===== src/hdl/status_query_pkg.sv =====
// Package: constants and carriers for the user-status query responder
package status_query_pkg;

  // Query request codes
  localparam logic [4:0] REQ_EVENT     = 5'h00;
  localparam logic [4:0] REQ_SUMMARY   = 5'h01;
  localparam logic [4:0] REQ_CALIB     = 5'h02;
  localparam logic [4:0] REQ_PEAK      = 5'h04;
  localparam logic [4:0] REQ_PEAK_CLR  = 5'h05;
  localparam logic [4:0] REQ_BUFFER    = 5'h06;
  localparam logic [4:0] REQ_DIGITAL   = 5'h09;
  localparam logic [4:0] REQ_MEMORY    = 5'h0A;
  localparam logic [4:0] REQ_ALARM     = 5'h0B;
  localparam logic [4:0] REQ_LASTCAL   = 5'h0C;
  localparam logic [4:0] REQ_CARD_ID   = 5'h0E;
  localparam logic [4:0] REQ_ACQ_FLAGS = 5'h12;

  // Event flag bit positions
  localparam int EV_POWER_ON    = 7;
  localparam int EV_BUF_3Q      = 6;
  localparam int EV_CMD_ERR     = 5;
  localparam int EV_EXEC_ERR    = 4;
  localparam int EV_DEV_ERR     = 3;
  localparam int EV_QUERY_ERR   = 2;
  localparam int EV_STOP        = 1;
  localparam int EV_ACQ_DONE    = 0;

  // Calibration mode field codes, bits 7:6
  localparam logic [1:0] CAL_NORMAL   = 2'h0;
  localparam logic [1:0] CAL_MEMTEST  = 2'h1;
  localparam logic [1:0] CAL_IDLE     = 2'h2;
  localparam logic [1:0] CAL_ACTIVE   = 2'h3;
  // Calibration error bit 2: the persistent one
  localparam int         CAL_BIT2     = 2;

  // Time stamping codes, flag bits 3:2
  localparam logic [1:0] TS_NONE      = 2'h0;
  localparam logic [1:0] TS_ABSOLUTE  = 2'h1;
  localparam logic [1:0] TS_RELATIVE  = 2'h2;

  // Acquisition state codes, flag bits 1:0
  localparam logic [1:0] ACQ_IDLE     = 2'h0;
  localparam logic [1:0] ACQ_ARMED    = 2'h1;
  localparam logic [1:0] ACQ_POST_TRG = 2'h2;
  localparam logic [1:0] ACQ_POST_STP = 2'h3;

  // Characters and widths
  localparam logic [7:0] CH_ZERO      = 8'h30;
  localparam logic [7:0] CH_COMMA     = 8'h2C;
  localparam logic [7:0] CH_NUMBER    = 8'h23;
  localparam int         NUM_SLOTS    = 31;
  localparam int         BUF_FIELDS   = 8;
  localparam int         NUM_DIGITS   = 3;
  localparam int         MEM_DIGITS   = 5;

  // Memory size option codes
  localparam logic [1:0] MEM_256K     = 2'h0;
  localparam logic [1:0] MEM_1M       = 2'h1;
  localparam logic [1:0] MEM_4M       = 2'h2;
  localparam logic [1:0] MEM_8M       = 2'h3;

  // Live status inputs from the acquisition side
  typedef struct packed {
    logic [7:0] event_set;     // Event pulses per bit
    logic [7:0] summary;       // Summary byte as produced
    logic [1:0] cal_mode;      // Calibration mode
    logic [5:0] cal_err_set;   // Calibration error pulses
    logic       calibrated;    // Calibration completed pulse
    logic       block_avail;   // Acquisition block available
    logic       default_pwrup; // Power up under defaults
    logic       alarm_stamp;   // Scan alarm stamping enabled
    logic [1:0] stamp_mode;    // Time stamping mode
    logic [1:0] acq_state;     // Acquisition state
    logic [1:0] mem_option;    // Installed memory option
    logic       any_config;    // Any channel configured
  } status_in_t;

  // Outgoing byte stream to the bus interface
  typedef struct packed {
    logic       valid;         // Byte present
    logic [7:0] data;          // Response character
    logic       last;          // Terminator byte
  } resp_byte_t;

endpackage : status_query_pkg


===== src/hdl/response_mem.sv =====
// Response buffer: one queued reply held until talk addressing
module response_mem #(
  parameter int DEPTH = 64,
  parameter int AW    = 6
) (
  // Clock and reset
  input  wire logic          ref_clk,
  input  wire logic          rst,
  // Write side
  input  wire logic          wr_en,
  input  wire logic [AW-1:0] wr_addr,
  input  wire logic [7:0]    wr_data,
  // Read side, registered
  input  wire logic [AW-1:0] rd_addr,
  output logic      [7:0]    rd_data
);
  logic [7:0] mem [DEPTH];  // Reply characters

  // Storage write and registered read
  always_ff @(posedge ref_clk) begin
    if (wr_en) begin
      mem[wr_addr] <= wr_data;
    end
    rd_data <= mem[rd_addr];
  end
endmodule : response_mem


===== src/hdl/status_query_responder.sv =====
// User-status query responder: status registers and reply formatting
module status_query_responder
  import status_query_pkg::*;
#(
  parameter int         AW      = 6,
  parameter logic [7:0] DEF_TERM = 8'h0A
) (
  // Clock and reset
  input  wire logic          ref_clk,
  input  wire logic          rst,
  // Query command from the command parser
  input  wire logic          query_valid,
  input  wire logic [4:0]    query_code,
  input  wire logic [7:0]    query_term,
  // Talk addressing from the bus interface
  input  wire logic          talk_addressed,
  input  wire logic          talk_trigger_mode,
  input  wire logic          byte_taken,
  // Live status
  input  wire status_in_t    status,
  input  wire logic [7:0]    digital_pins,
  // Formatted data sources, per field or channel
  input  wire logic [7:0]    src_byte,
  input  wire logic          src_valid,
  input  wire logic          src_last,
  // Outputs
  output resp_byte_t         resp,
  output logic               src_req,
  output logic               peak_clear,
  output logic               conflict_err,
  output logic               talk_fire
);

  // Controller states
  typedef enum logic [4:0] {
    S_IDLE  = 5'b00001,
    S_NUM   = 5'b00010,
    S_SRC   = 5'b00100,
    S_READY = 5'b01000,
    S_SEND  = 5'b10000
  } state_t;

  // All registered state of this module; one struct keeps reset and
  // next-state handling in a single place
  typedef struct packed {
    // Controller and status registers
    state_t     st;             // Controller state
    logic [7:0] event_flags;    // Event byte, cleared on read
    logic [7:0] calibration_flags; // Mode mirror plus sticky error bits
    // Digital input pins, two stages against metastability
    logic [7:0] dig_s1_r;       // First synchroniser stage
    logic [7:0] dig_s2_r;       // Settled pin levels
    logic [7:0] num_r;          // Value being rendered
    logic [2:0] ndig_r;         // Digits still to write
    logic       prefix_r;       // Number sign still to write
    logic       mem_r;          // Rendering the memory size figure
    // Reply buffer pointers
    logic [AW-1:0] wptr_r;      // Next character slot to write
    logic [AW-1:0] rptr_r;      // Character now offered to the host
    logic [AW-1:0] len_r;       // Slot of the terminator
    logic [7:0] term_r;         // Terminator latched with the query
    // One-cycle pulses and handshake state
    logic       peak_clr_r;     // Clear peak readings
    logic       conflict_r;     // Card query refused
    logic       valid_r;        // Reply byte offered
    // Talk session that belongs to a status reply; keeps the
    // trigger quiet until the host drops talk addressing
    logic       talk_busy_r;
  } st_t;

  st_t cur_r;                   // Present state
  st_t cur_nxt;                 // Next state
  logic          wr_en;         // Buffer write strobe
  logic [7:0]    wr_data;       // Buffer write char
  logic [7:0]    rd_data;       // Buffer read char
  logic [13:0]   mem_code;      // Memory size as value

  // Reply buffer
  response_mem #(
    .DEPTH (1 << AW),
    .AW    (AW)
  ) u_mem (
    .ref_clk (ref_clk),
    .rst     (rst),
    .wr_en   (wr_en),
    .wr_addr (cur_r.wptr_r),
    .wr_data (wr_data),
    .rd_addr (cur_r.rptr_r),
    .rd_data (rd_data)
  );

  // Memory option to kilobyte figure
  // Widest figure needs fourteen bits, rendered as five digits
  always_comb begin
    case (status.mem_option)
      MEM_256K: mem_code = 14'h0100; // 256 KB
      MEM_1M:   mem_code = 14'h0400; // 1024 KB
      MEM_4M:   mem_code = 14'h1000; // 4096 KB
      default:  mem_code = 14'h2000; // 8192 KB
    endcase
  end

  // Decimal digit of a value by position
  function automatic logic [7:0] digit_of(input logic [13:0] v, input logic [2:0] pos);
    logic [13:0] q;
    q = v;
    for (int i = 0; i < 4; i++) begin
      if (3'(i) < pos) begin
        q = q / 14'd10;
      end
    end
    return CH_ZERO + 8'(q % 14'd10);
  endfunction : digit_of

  // Next-state logic
  always_comb begin
    cur_nxt         = cur_r;
    wr_en           = 1'b0;
    wr_data         = 8'h00;
    cur_nxt.peak_clr_r = 1'b0;
    cur_nxt.conflict_r = 1'b0;
    cur_nxt.dig_s1_r = digital_pins;
    cur_nxt.dig_s2_r = cur_r.dig_s1_r;
    // Talk session of a status reply lasts until talk addressing drops,
    // so the tail of a reply session cannot pass for a fresh talk
    cur_nxt.talk_busy_r = talk_addressed && (cur_r.talk_busy_r || cur_r.st != S_IDLE);
    // Hardware events set the event byte; set wins over clear
    cur_nxt.event_flags = cur_r.event_flags | status.event_set;
    // Calibration mode mirrors, errors accumulate
    cur_nxt.calibration_flags[7:6] = status.cal_mode;
    cur_nxt.calibration_flags[5:0] = cur_r.calibration_flags[5:0] | status.cal_err_set;
    if (status.calibrated) begin
      // Calibration error persists until calibrated
      cur_nxt.calibration_flags[CAL_BIT2] = status.cal_err_set[CAL_BIT2];
    end
    case (cur_r.st)
      // Accept a query whenever no reply is pending; acquisition runs on
      S_IDLE: begin
        if (query_valid) begin
          cur_nxt.wptr_r   = '0;
          cur_nxt.term_r   = query_term;
          cur_nxt.prefix_r = 1'b0;
          cur_nxt.ndig_r   = 3'(NUM_DIGITS);
          cur_nxt.mem_r    = query_code == REQ_MEMORY;
          cur_nxt.st       = S_NUM;
          case (query_code)
            REQ_EVENT: begin
              cur_nxt.num_r = cur_r.event_flags;
              cur_nxt.event_flags = status.event_set;
            end
            REQ_SUMMARY: begin
              cur_nxt.num_r = status.summary;
            end
            REQ_CALIB: begin
              cur_nxt.num_r = cur_r.calibration_flags;
              // Errors other than bit 2 clear; bit 2 waits for calibration
              // A calibration in the same cycle still clears bit 2
              cur_nxt.calibration_flags[5:0] =
                (cur_r.calibration_flags[5:0] & (status.calibrated ? 6'h00 : 6'(1 << CAL_BIT2)))
                | status.cal_err_set;
            end
            REQ_ACQ_FLAGS: begin
              cur_nxt.num_r = {status.block_avail, status.default_pwrup, 1'b0,
                               status.alarm_stamp, status.stamp_mode, status.acq_state};
            end
            REQ_DIGITAL: begin
              cur_nxt.num_r = cur_r.dig_s2_r;
            end
            REQ_MEMORY: begin
              cur_nxt.ndig_r = 3'(MEM_DIGITS);
            end
            REQ_CARD_ID: begin
              if (status.any_config) begin
                cur_nxt.conflict_r = 1'b1;
                cur_nxt.st         = S_IDLE;
              end else begin
                cur_nxt.st = S_SRC;
              end
            end
            REQ_LASTCAL: begin
              cur_nxt.prefix_r = 1'b1;
              cur_nxt.st       = S_SRC;
            end
            REQ_PEAK_CLR: begin
              cur_nxt.peak_clr_r = 1'b1;
              cur_nxt.st         = S_SRC;
            end
            default: begin
              // Peak, buffer status, alarm list come from sources
              cur_nxt.st = S_SRC;
            end
          endcase
          // Memory figure comes from the option strap, not the value byte
          if (query_code == REQ_MEMORY) begin
            cur_nxt.num_r = 8'h00;
          end
        end
      end
      // Render zero-padded decimal digits, most significant first
      S_NUM: begin
        wr_en   = 1'b1;
        // Every digit of the memory reply comes from the kilobyte figure
        if (cur_r.mem_r) begin
          wr_data = digit_of(mem_code, cur_r.ndig_r - 3'd1);
        end else begin
          wr_data = digit_of(14'(cur_r.num_r), cur_r.ndig_r - 3'd1);
        end
        cur_nxt.wptr_r = cur_r.wptr_r + 1'b1;
        cur_nxt.ndig_r = cur_r.ndig_r - 3'd1;
        if (cur_r.ndig_r == 3'd1) begin
          cur_nxt.st = S_READY;
        end
      end
      // Copy characters from field sources; number sign first if asked
      S_SRC: begin
        if (cur_r.prefix_r) begin
          wr_en            = 1'b1;
          wr_data          = CH_NUMBER;
          cur_nxt.prefix_r = 1'b0;
          cur_nxt.wptr_r   = cur_r.wptr_r + 1'b1;
        end else if (src_valid) begin
          wr_en          = 1'b1;
          wr_data        = src_byte;
          cur_nxt.wptr_r = cur_r.wptr_r + 1'b1;
          if (src_last || cur_r.wptr_r == '1 - 1'b1) begin
            cur_nxt.st = S_READY;
          end
        end
      end
      // Append terminator, then hold until talk addressed
      S_READY: begin
        wr_en          = 1'b1;
        wr_data        = cur_r.term_r;
        cur_nxt.len_r  = cur_r.wptr_r;
        cur_nxt.rptr_r = '0;
        cur_nxt.st     = S_SEND;
      end
      // Reply held until talk addressing collects it
      S_SEND: begin
        if (talk_addressed) begin
          cur_nxt.valid_r = 1'b1;
          if (byte_taken && cur_r.valid_r) begin
            cur_nxt.rptr_r = cur_r.rptr_r + 1'b1;
            cur_nxt.valid_r = 1'b0;
            if (cur_r.rptr_r == cur_r.len_r) begin
              cur_nxt.st    = S_IDLE;
              cur_nxt.len_r = '0;
            end
          end
        end else begin
          cur_nxt.valid_r = 1'b0;
        end
      end
      default: begin
        cur_nxt.st = S_IDLE;
      end
    endcase
  end

  // State register
  always_ff @(posedge ref_clk or posedge rst) begin
    if (rst) begin
      cur_r <= '{st: S_IDLE, event_flags: 8'h80, term_r: DEF_TERM, default: '0};
    end else begin
      cur_r <= cur_nxt;
    end
  end

  // Outputs; talk addressing for status never fires the trigger
  assign resp.valid   = cur_r.valid_r && (cur_r.st == S_SEND);
  assign resp.data    = rd_data;
  assign resp.last    = cur_r.rptr_r == cur_r.len_r;
  // No source request in the number-sign cycle: a character offered then
  // would be lost, as the source has no take strobe
  assign src_req      = cur_r.st == S_SRC && !cur_r.prefix_r;
  assign peak_clear   = cur_r.peak_clr_r;
  assign conflict_err = cur_r.conflict_r;
  // Only a talk session with no status reply behind it fires the trigger
  assign talk_fire    = talk_addressed && talk_trigger_mode && cur_r.st == S_IDLE
                        && !cur_r.talk_busy_r;

endmodule : status_query_responder


===== config.mk =====
export PLATFORM = sky130hd
export DESIGN_NAME = status_query_responder
export DESIGN_NICKNAME = d
export VERILOG_FILES = /design/src/hdl/status_query_pkg.sv /design/src/hdl/response_mem.sv /design/src/hdl/status_query_responder.sv
export SDC_FILE = /design/constraint.sdc
export NUM_CORES = 1
export LEC_CHECK = 0
export BUFFER_PORTS_ARGS = -buffer_cell sky130_fd_sc_hd__buf_2
export CORE_MARGIN = 1
export CORE_UTILIZATION = 45
export CTS_CLUSTER_DIAMETER = 150
export CTS_CLUSTER_SIZE = 10
export DETAILED_ROUTE_END_ITERATION = 6
export HOLD_SLACK_MARGIN = 0.08
export PLACE_DENSITY = 0.73
export SKIP_CTS_REPAIR_TIMING = 1
export SLEW_MARGIN = 20
export SYNTH_ARGS = -nofsm -noshare
export SYNTH_HDL_FRONTEND = slang
export SYNTH_SLANG_ARGS = --single-unit

===== constraint.sdc =====
create_clock -name ref_clk -period 11.6 [get_ports ref_clk]
set_clock_uncertainty 0.05 [all_clocks]
set_input_delay 0 -clock ref_clk [delete_from_list [all_inputs] [get_ports ref_clk]]
set_output_delay 0 -clock ref_clk [all_outputs]
set_load 0.02 [all_outputs]

Yosys cells after proc, flatten, opt, wreduce, memory -nomap -nowiden
Memory sizes are Yosys's and may differ from the RTL's. A register that Yosys moved wholly into a read port is not among the register bits.
Cells that the tools add are included.
{ "word_totals": {"out_inout_bits": 14, "register_bits": 80, "mem_bits_rw": 512, "n_memories": 1, "wordCells": 170, "in_bits": 72} }
{ "op_classes": {"div": 10, "eq_ne": 28, "order_cmp": 4, "muxes": 73, "reduce_logical": 28, "bitwise_logic": 4, "addsub": 5} }
{ "memory_table": {"columns": ["name", "depth", "width", "read_ports", "rd_ports_with_merged_regs", "wr", "line_no", "text"], "rows": [
  ["u_mem.mem", 64, 8, 1, 1, 1, "response_mem.sv:17", "logic [7:0] mem [DEPTH];"]
]} }
{ "ops": {"columns": ["cell", "n"], "rows": [
  ["14-bit 2-to-1 mux", 24],
  ["14-bit by 4-bit divider with 14-bit output (second input constant)", 7],
  ["8-bit 2-to-1 mux", 6],
  ["14-bit case mux with 3 select lines", 1],
  ["8-bit case mux with 5 select lines", 1],
  ["6-bit 2-to-1 mux", 6],
  ["5-bit 2-to-1 mux", 7],
  ["14-bit by 4-bit remainder unit with 14-bit output (second input constant)", 2],
  ["5-bit by 4-bit equality test with 1-bit output (second input constant)", 5],
  ["5-bit case mux with 5 select lines", 1],
  ["12-bit 2-to-1 mux", 2],
  ["12-bit case mux with 2 select lines", 1],
  ["8-bit case mux with 3 select lines", 1],
  ["6-bit case mux with 3 select lines", 1],
  ["6-bit by 8-bit adder with 8-bit output (first input constant)", 2],
  ["2-bit inequality test (second input constant)", 8],
  ["8-bit by 4-bit divider with 14-bit output (second input constant)", 1],
  ["13-bit 2-to-1 mux", 1],
  ["6-bit by 1-bit adder with 6-bit output (second input constant)", 2],
  ["6-bit OR", 2],
  ["1-bit 2-to-1 mux", 11],
  ["11-bit 2-to-1 mux", 1],
  ["5-bit by 1-bit equality test with 1-bit output (second input constant)", 2],
  ["5-bit by 2-bit equality test with 1-bit output (second input constant)", 2],
  ["other kinds (33)", 55]
]} }

Longest topological paths before layout
{ "depth": {"depth_word": 22, "ltp_mapped": 33, "mapped_depth_nobuf": 29} }

Modules after synthesis
From an unflattened synthesis, not the netlist that was laid out.
{ "hier_totals": {"hier_cells": 1670, "area_unflattened_um2": 26325.2} }
{ "modules_own_cells": {"columns": ["mod", "area_per_inst_um2", "cells_each", "seq_area_each_um2", "instances"], "rows": [
  ["response_mem", 20166.8, 940, 15534.9, 1],
  ["status_query_responder", 6158.4, 730, 2006.9, 1]
]} }

Worst setup path before layout
Ideal clock, no wire load.
{ "synth_path": {"path_kind": "register to register", "start": "register cur_r[32] (netlist bit)", "end": "memory u_mem.mem[0][5], data pin", "arrival_ns": 7.085, "path_slack_ns": 3.897, "period_less_slack_ns": 7.703, "t_required_ns": 10.983, "path_stages_with_launch": 29, "setup_time_ns": 0.567, "n_path_buf": 5, "path_cell_list": "dfrtp_1 -> clkbuf_1 -> clkbuf_1 -> inv_1 -> ha_1 -> buf_2 -> and2_1 -> buf_2 -> nand2_1 -> o21ai_0 -> ha_1 -> clkbuf_1 -> nand2_1 -> nor2_1 -> a211o_1 -> and2_1 -> o221a_2 -> nor2_1 -> inv_1 -> ha_1 -> inv_1 -> a2111o_1 -> nand3_1 -> mux2i_1 -> nor2_1 -> o311ai_0 -> o21ai_0 -> ha_1 -> o221ai_1"} }
{ "synth_via": {"elab_chain_len": 21, "elab_cells_between_ends": 41, "classes_between": "add/sub: 3; div: 8; order compare: 4; mux: 26"} }
{ "synth_rtl": {"columns": ["item", "line_no", "text"], "rows": [
  ["start, declared", "status_query_responder.sv:71", "st_t cur_r;"],
  ["start signal, assigned", "status_query_responder.sv:265", "cur_r <= cur_nxt;"],
  ["3-bit by 1-bit subtractor with 3-bit output (*)", "status_query_responder.sv:204, status_query_responder.sv:206", null],
  ["1-bit by 3-bit < comparator with 1-bit output", "status_query_responder.sv:108", "if (3'(i) < pos) begin"],
  ["14-bit 2-to-1 mux", "status_query_responder.sv:108", null],
  ["14-bit 2-to-1 mux", "status_query_responder.sv:203", "if (cur_r.mem_r) begin"],
  ["14-bit 2-to-1 mux", "status_query_responder.sv:136", "case (cur_r.st)"],
  ["14-bit by 4-bit divider with 14-bit output", "status_query_responder.sv:109", "q = q / 14'd10;"],
  ["14-bit 2-to-1 mux", "status_query_responder.sv:108", null],
  ["14-bit 2-to-1 mux", "status_query_responder.sv:203", null],
  ["[6 not listed]", null, null],
  ["14-bit 2-to-1 mux", "status_query_responder.sv:108", null],
  ["14-bit 2-to-1 mux", "status_query_responder.sv:203", null],
  ["14-bit 2-to-1 mux", "status_query_responder.sv:136", null],
  ["14-bit by 4-bit remainder unit with 14-bit output", "status_query_responder.sv:112", "return CH_ZERO + 8'(q % 14'd10);"],
  ["6-bit by 8-bit adder with 8-bit output", "status_query_responder.sv:112", null],
  ["8-bit 2-to-1 mux (*)", "status_query_responder.sv:203", null],
  ["8-bit case mux with 3 select lines (*)", "status_query_responder.sv:136", null],
  ["named net u_mem.wr_data[5]", "response_mem.sv:12", "input wire logic [7:0] wr_data,"],
  ["end, declared", "response_mem.sv:17", null]
]} }
The timed path passes the listed nets; every way through them passes the cells marked *. The select of a mux whose other input is x is not followed.

Worst setup path after layout
{ "layout_path": {"start": "register cur_r[32] (netlist bit)", "end": "memory u_mem.mem[13][5], data pin"} }
Same word-level chain as after synthesis.

==> flow_summary.toml <==
[setup_path]
reg2reg_from = "cur_r[32]"
startpoint_type = "flip-flop"
crit_required_ns = 11.85
cp-end-kind = "flip-flop"
arrival_ns = 8.00
crit_type = "reg2reg"
crit_start = "cur_r[32]"
crit_path_max_fanout = 64

[placement]
pre_cts_slack_ns = 3.94
place_hpwl_mm = 37.4
gp_congestion = 0.863
port_buffers = 85

[routing]
post_drt_wl_per_cell_um = 24.9
vias_per_cell = 6.09
drt_iter0_markers = 1714
first_pass_iters = 6
drcViolationCount = 0
vias = 15500
ant_nets = 0
drt-total-wl_mm = 63.5

[pwr]
p_int_w = 0.00473
netSwitchingPower_w = 0.00238
vdd_drop_max_mv = 0.168
leakage_nw = 10.1
power_density_nw_per_um2 = 234
swShare_pct = 33.5
seqPwrFrac_pct = 38.2
combPwrFrac_pct = 35.0
clkPwrFrac_pct = 26.8

[synth]
yosysWarnings = 0
synth_edf_count = 512
avgSynthCellArea_um2 = 16.6
synth_area_um2 = 26300
synth_ff_type = "edfxtp_1"
synth_seq_cells = 600
ys_types = 91
synth_async_sr_flop_share_pct = 13.3
syn-num-nets = 1670
ys_seq_area_share_pct = 66.8
synthCells = 1580

[layout]
nets = 1843
layout-drive-gt1-share_pct = 22.6
multi_input_area_um2 = 8300
final_util_pct = 52.6
fill_cells = 4493
syn_to_final_growth_pct = 15.6
seq_area_um2 = 17600

[clocking]
cts_buffers = 69
clk_latency_ns = 0.59
clk_pin_slew_ns = 0.06
clk_path_buf_depth = 3
cts_root_buf = "clkbuf_16"
htree_num_levels = 3
cts_sinks = 600
cts_tree = "yes"

[grt]
grt_usage_pct = 20.9
grt_antenna_before_repair = 2
overflow = 0
grt_pass1_wl_mm = 94.1
grt_max_degree = 109
grt_pass1_vias = 15500

[timing]
setup_slack_ns = 3.85
hold_violations = 0
finalCriticalPeriod_ns = 7.75
relSlewSlack_pct = 28.3
tightestPinTransition_ns = 1.07
rsz0062_at_grt = "false"
report.final.slew_viol_count = 0
clock.fmax_mhz = 129
fin_crit_sh_pct = 66.8
setup_viol = 0
setup_tns_ns = 0

[min_path]
hold_path_startpoint = "src_valid"
min_path_type = "in2reg"

[die]
num_rows = 88
die_h_um = 244
start_util_pct = 45.5
fp.dieW_um = 244
ioPinCount = 86
core_um2 = 57700
dieArea_um2 = 59300

[job]
maxCapViolCount = 0

[status]
status = "completed"
per-stage QoR:
stage / cells / instance area, um^2 / total power [W] / hold slack [ns]
after floorplan: 1580 / 26300 / 0.00455 / -0.0186
after global placement: 2353 / 27500 / 0.00514 / 0.0602
after detailed placement: 2353 / 27500 / 0.00519 / 0.0597
after CTS: 2457 / 29400 / 0.00708 / -0.553
after global routing: 2551 / 30400 / 0.00743 / 0.0978
final: 2552 / 30400 / 0.00711 / 0.0443
critical path: stages (launching register included):
cell	delay, ns
dfrtp_1	0.76
inv_1	0.23
ha_1	0.71
and2_1	0.46
nand2_1	0.34
o21ai_0	0.31
ha_1	0.48
nor2_1	0.08
a221o_1	0.31
a211o_1	0.30
and2_1	0.16
o221a_2	0.22
nor2_1	0.13
inv_1	0.08
ha_1	0.19
inv_1	0.05
a2111o_1	0.09
nand3_1	0.10
o2bb2ai_1	0.19
nor2_1	0.22
nor2_1	0.16
o311ai_0	0.53
o21ai_0	0.19
ha_1	0.37
o221ai_4	0.19
buf_4	0.51
flip-flops by register name, summed over array words and instances (netlist names):
name / cells
u_mem.mem: 512
cur_r: 70
cur_nxt: 8
u_mem.rd_data: 8
conflict_err: 1
peak_clear: 1
power by group through the flow:
stage          clock network (W)  logic, W  registers (W)
3_5_place_dp                   0   0.00242        0.00277
2_1_floorplan                  0   0.00190        0.00265
5_1_grt                  0.00200   0.00269        0.00274
4_1_cts                  0.00192   0.00244        0.00272
6_report                 0.00191   0.00249        0.00272
3_3_place_gp                   0   0.00239        0.00276
layout make-up:
type / count / area share [%]
Sequential cell: 600 / 57.8
Multi-Input combinational cell: 851 / 27.3
Clock buffer: 99 / 6.06
Timing Repair Buffer: 197 / 5.00
Tap cell: 765 / 3.15
Inverter: 34 / 0.425
Clock inverter: 5 / 0.194
Antenna cell: 1 / 0.00824
per-layer routing:
layer,global-route usage (%),vias to the layer above,part of all wire (%)
li1,-,6670,-
met1,28.0,8025,40
met2,34.2,718,50
met3,4.62,127,7.2
met4,6.08,2,2.7
met5,0,-,0.020
synth_stat cells, types with 5 or more instances:
| cell type | count | share of area [%] |
|---|---|---|
| edfxtp_1 | 512 | 59 |
| mux4_2 | 168 | 14 |
| nor2_1 | 133 | 1.9 |
| nand2_1 | 80 | 1.1 |
| dfrtp_1 | 76 | 7.2 |
| clkbuf_1 | 47 | 0.67 |
| a21oi_1 | 33 | 0.63 |
| nand3_1 | 33 | 0.63 |
| inv_1 | 31 | 0.44 |
| o21ai_0 | 31 | 0.59 |
| buf_1 | 26 | 0.37 |
| nor3_1 | 24 | 0.46 |
| nand2b_1 | 21 | 0.50 |
| mux2_2 | 20 | 0.86 |
| a21o_1 | 19 | 0.54 |
| ha_1 | 18 | 0.86 |
| xnor2_1 | 16 | 0.53 |
| a22o_1 | 14 | 0.47 |
| buf_2 | 13 | 0.25 |
| nand3b_1 | 13 | 0.37 |
| o211ai_1 | 12 | 0.34 |
| or3_1 | 12 | 0.29 |
| xor2_1 | 11 | 0.37 |
| a211oi_1 | 10 | 0.29 |
| o22ai_1 | 10 | 0.24 |
| nor2b_1 | 9 | 0.21 |
| o221ai_1 | 9 | 0.30 |
| and2_1 | 8 | 0.19 |
| buf_4 | 8 | 0.23 |
| dfxtp_1 | 8 | 0.61 |
| a222oi_1 | 7 | 0.27 |
| and3_1 | 7 | 0.17 |
| mux2i_1 | 6 | 0.23 |
| o31ai_1 | 6 | 0.17 |
| a211o_1 | 5 | 0.17 |
| a22oi_1 | 5 | 0.14 |
| nand4_1 | 5 | 0.12 |
| o21a_1 | 5 | 0.14 |
| o21ai_1 | 5 | 0.095 |
cells by family (layout without fill, tap and decap cells):
logic type / Yosys count / count (layout) / synth area share (%)
compound gates: 238 / 238 / 6.95
xor+xnor: 27 / 27 / 0.900
fa+ha+maj: 19 / 19 / 0.895
buf+inv: 129 / 335 / 2.05
flops: 600 / 600 / 66.8
mux: 195 / 195 / 15.6
other cells: 0 / 1 / 0
simple gates: 372 / 372 / 6.85
placed cells by master, fill, tap and decap left out, drive strengths merged, types with 10 or more instances in the layout:
cell type / synthesis / layout
dlygate4sd3: 0 / 94
clkbuf: 47 / 99
nor3: 24 / 24
nand3: 33 / 33
xnor2: 16 / 16
ha: 18 / 18
dfrtp: 76 / 76
nand3b: 13 / 13
a211oi: 10 / 10
o22ai: 10 / 10
a22o: 14 / 14
or3: 12 / 12
nand2: 80 / 80
inv: 32 / 34
nor2: 133 / 133
xor2: 11 / 11
buf: 48 / 103
o211ai: 12 / 12
mux4: 168 / 168
edfxtp: 512 / 512
nand2b: 22 / 22
mux2: 20 / 20
a21o: 19 / 19
a21oi: 34 / 34
o21ai: 37 / 37
path summary, 6_finish.rpt:
| check | endpoint | slack [ns] | cells past startpoint |
|---|---|---|---|
| min in group asynchronous | cur_r[69] | 0.09 | 4 |
| min reg2reg | cur_r[49] | 0.30 | 0 |
| max in group asynchronous | cur_r[18] | 10.81 | 4 |
| max reg2reg | u_mem.mem[13][5] | 3.85 | 25 |
| max | u_mem.mem[13][5] | 3.85 | 25 |
| min | cur_r[24] | 0.04 | 4 |
Power figures use the tool's default switching activity.
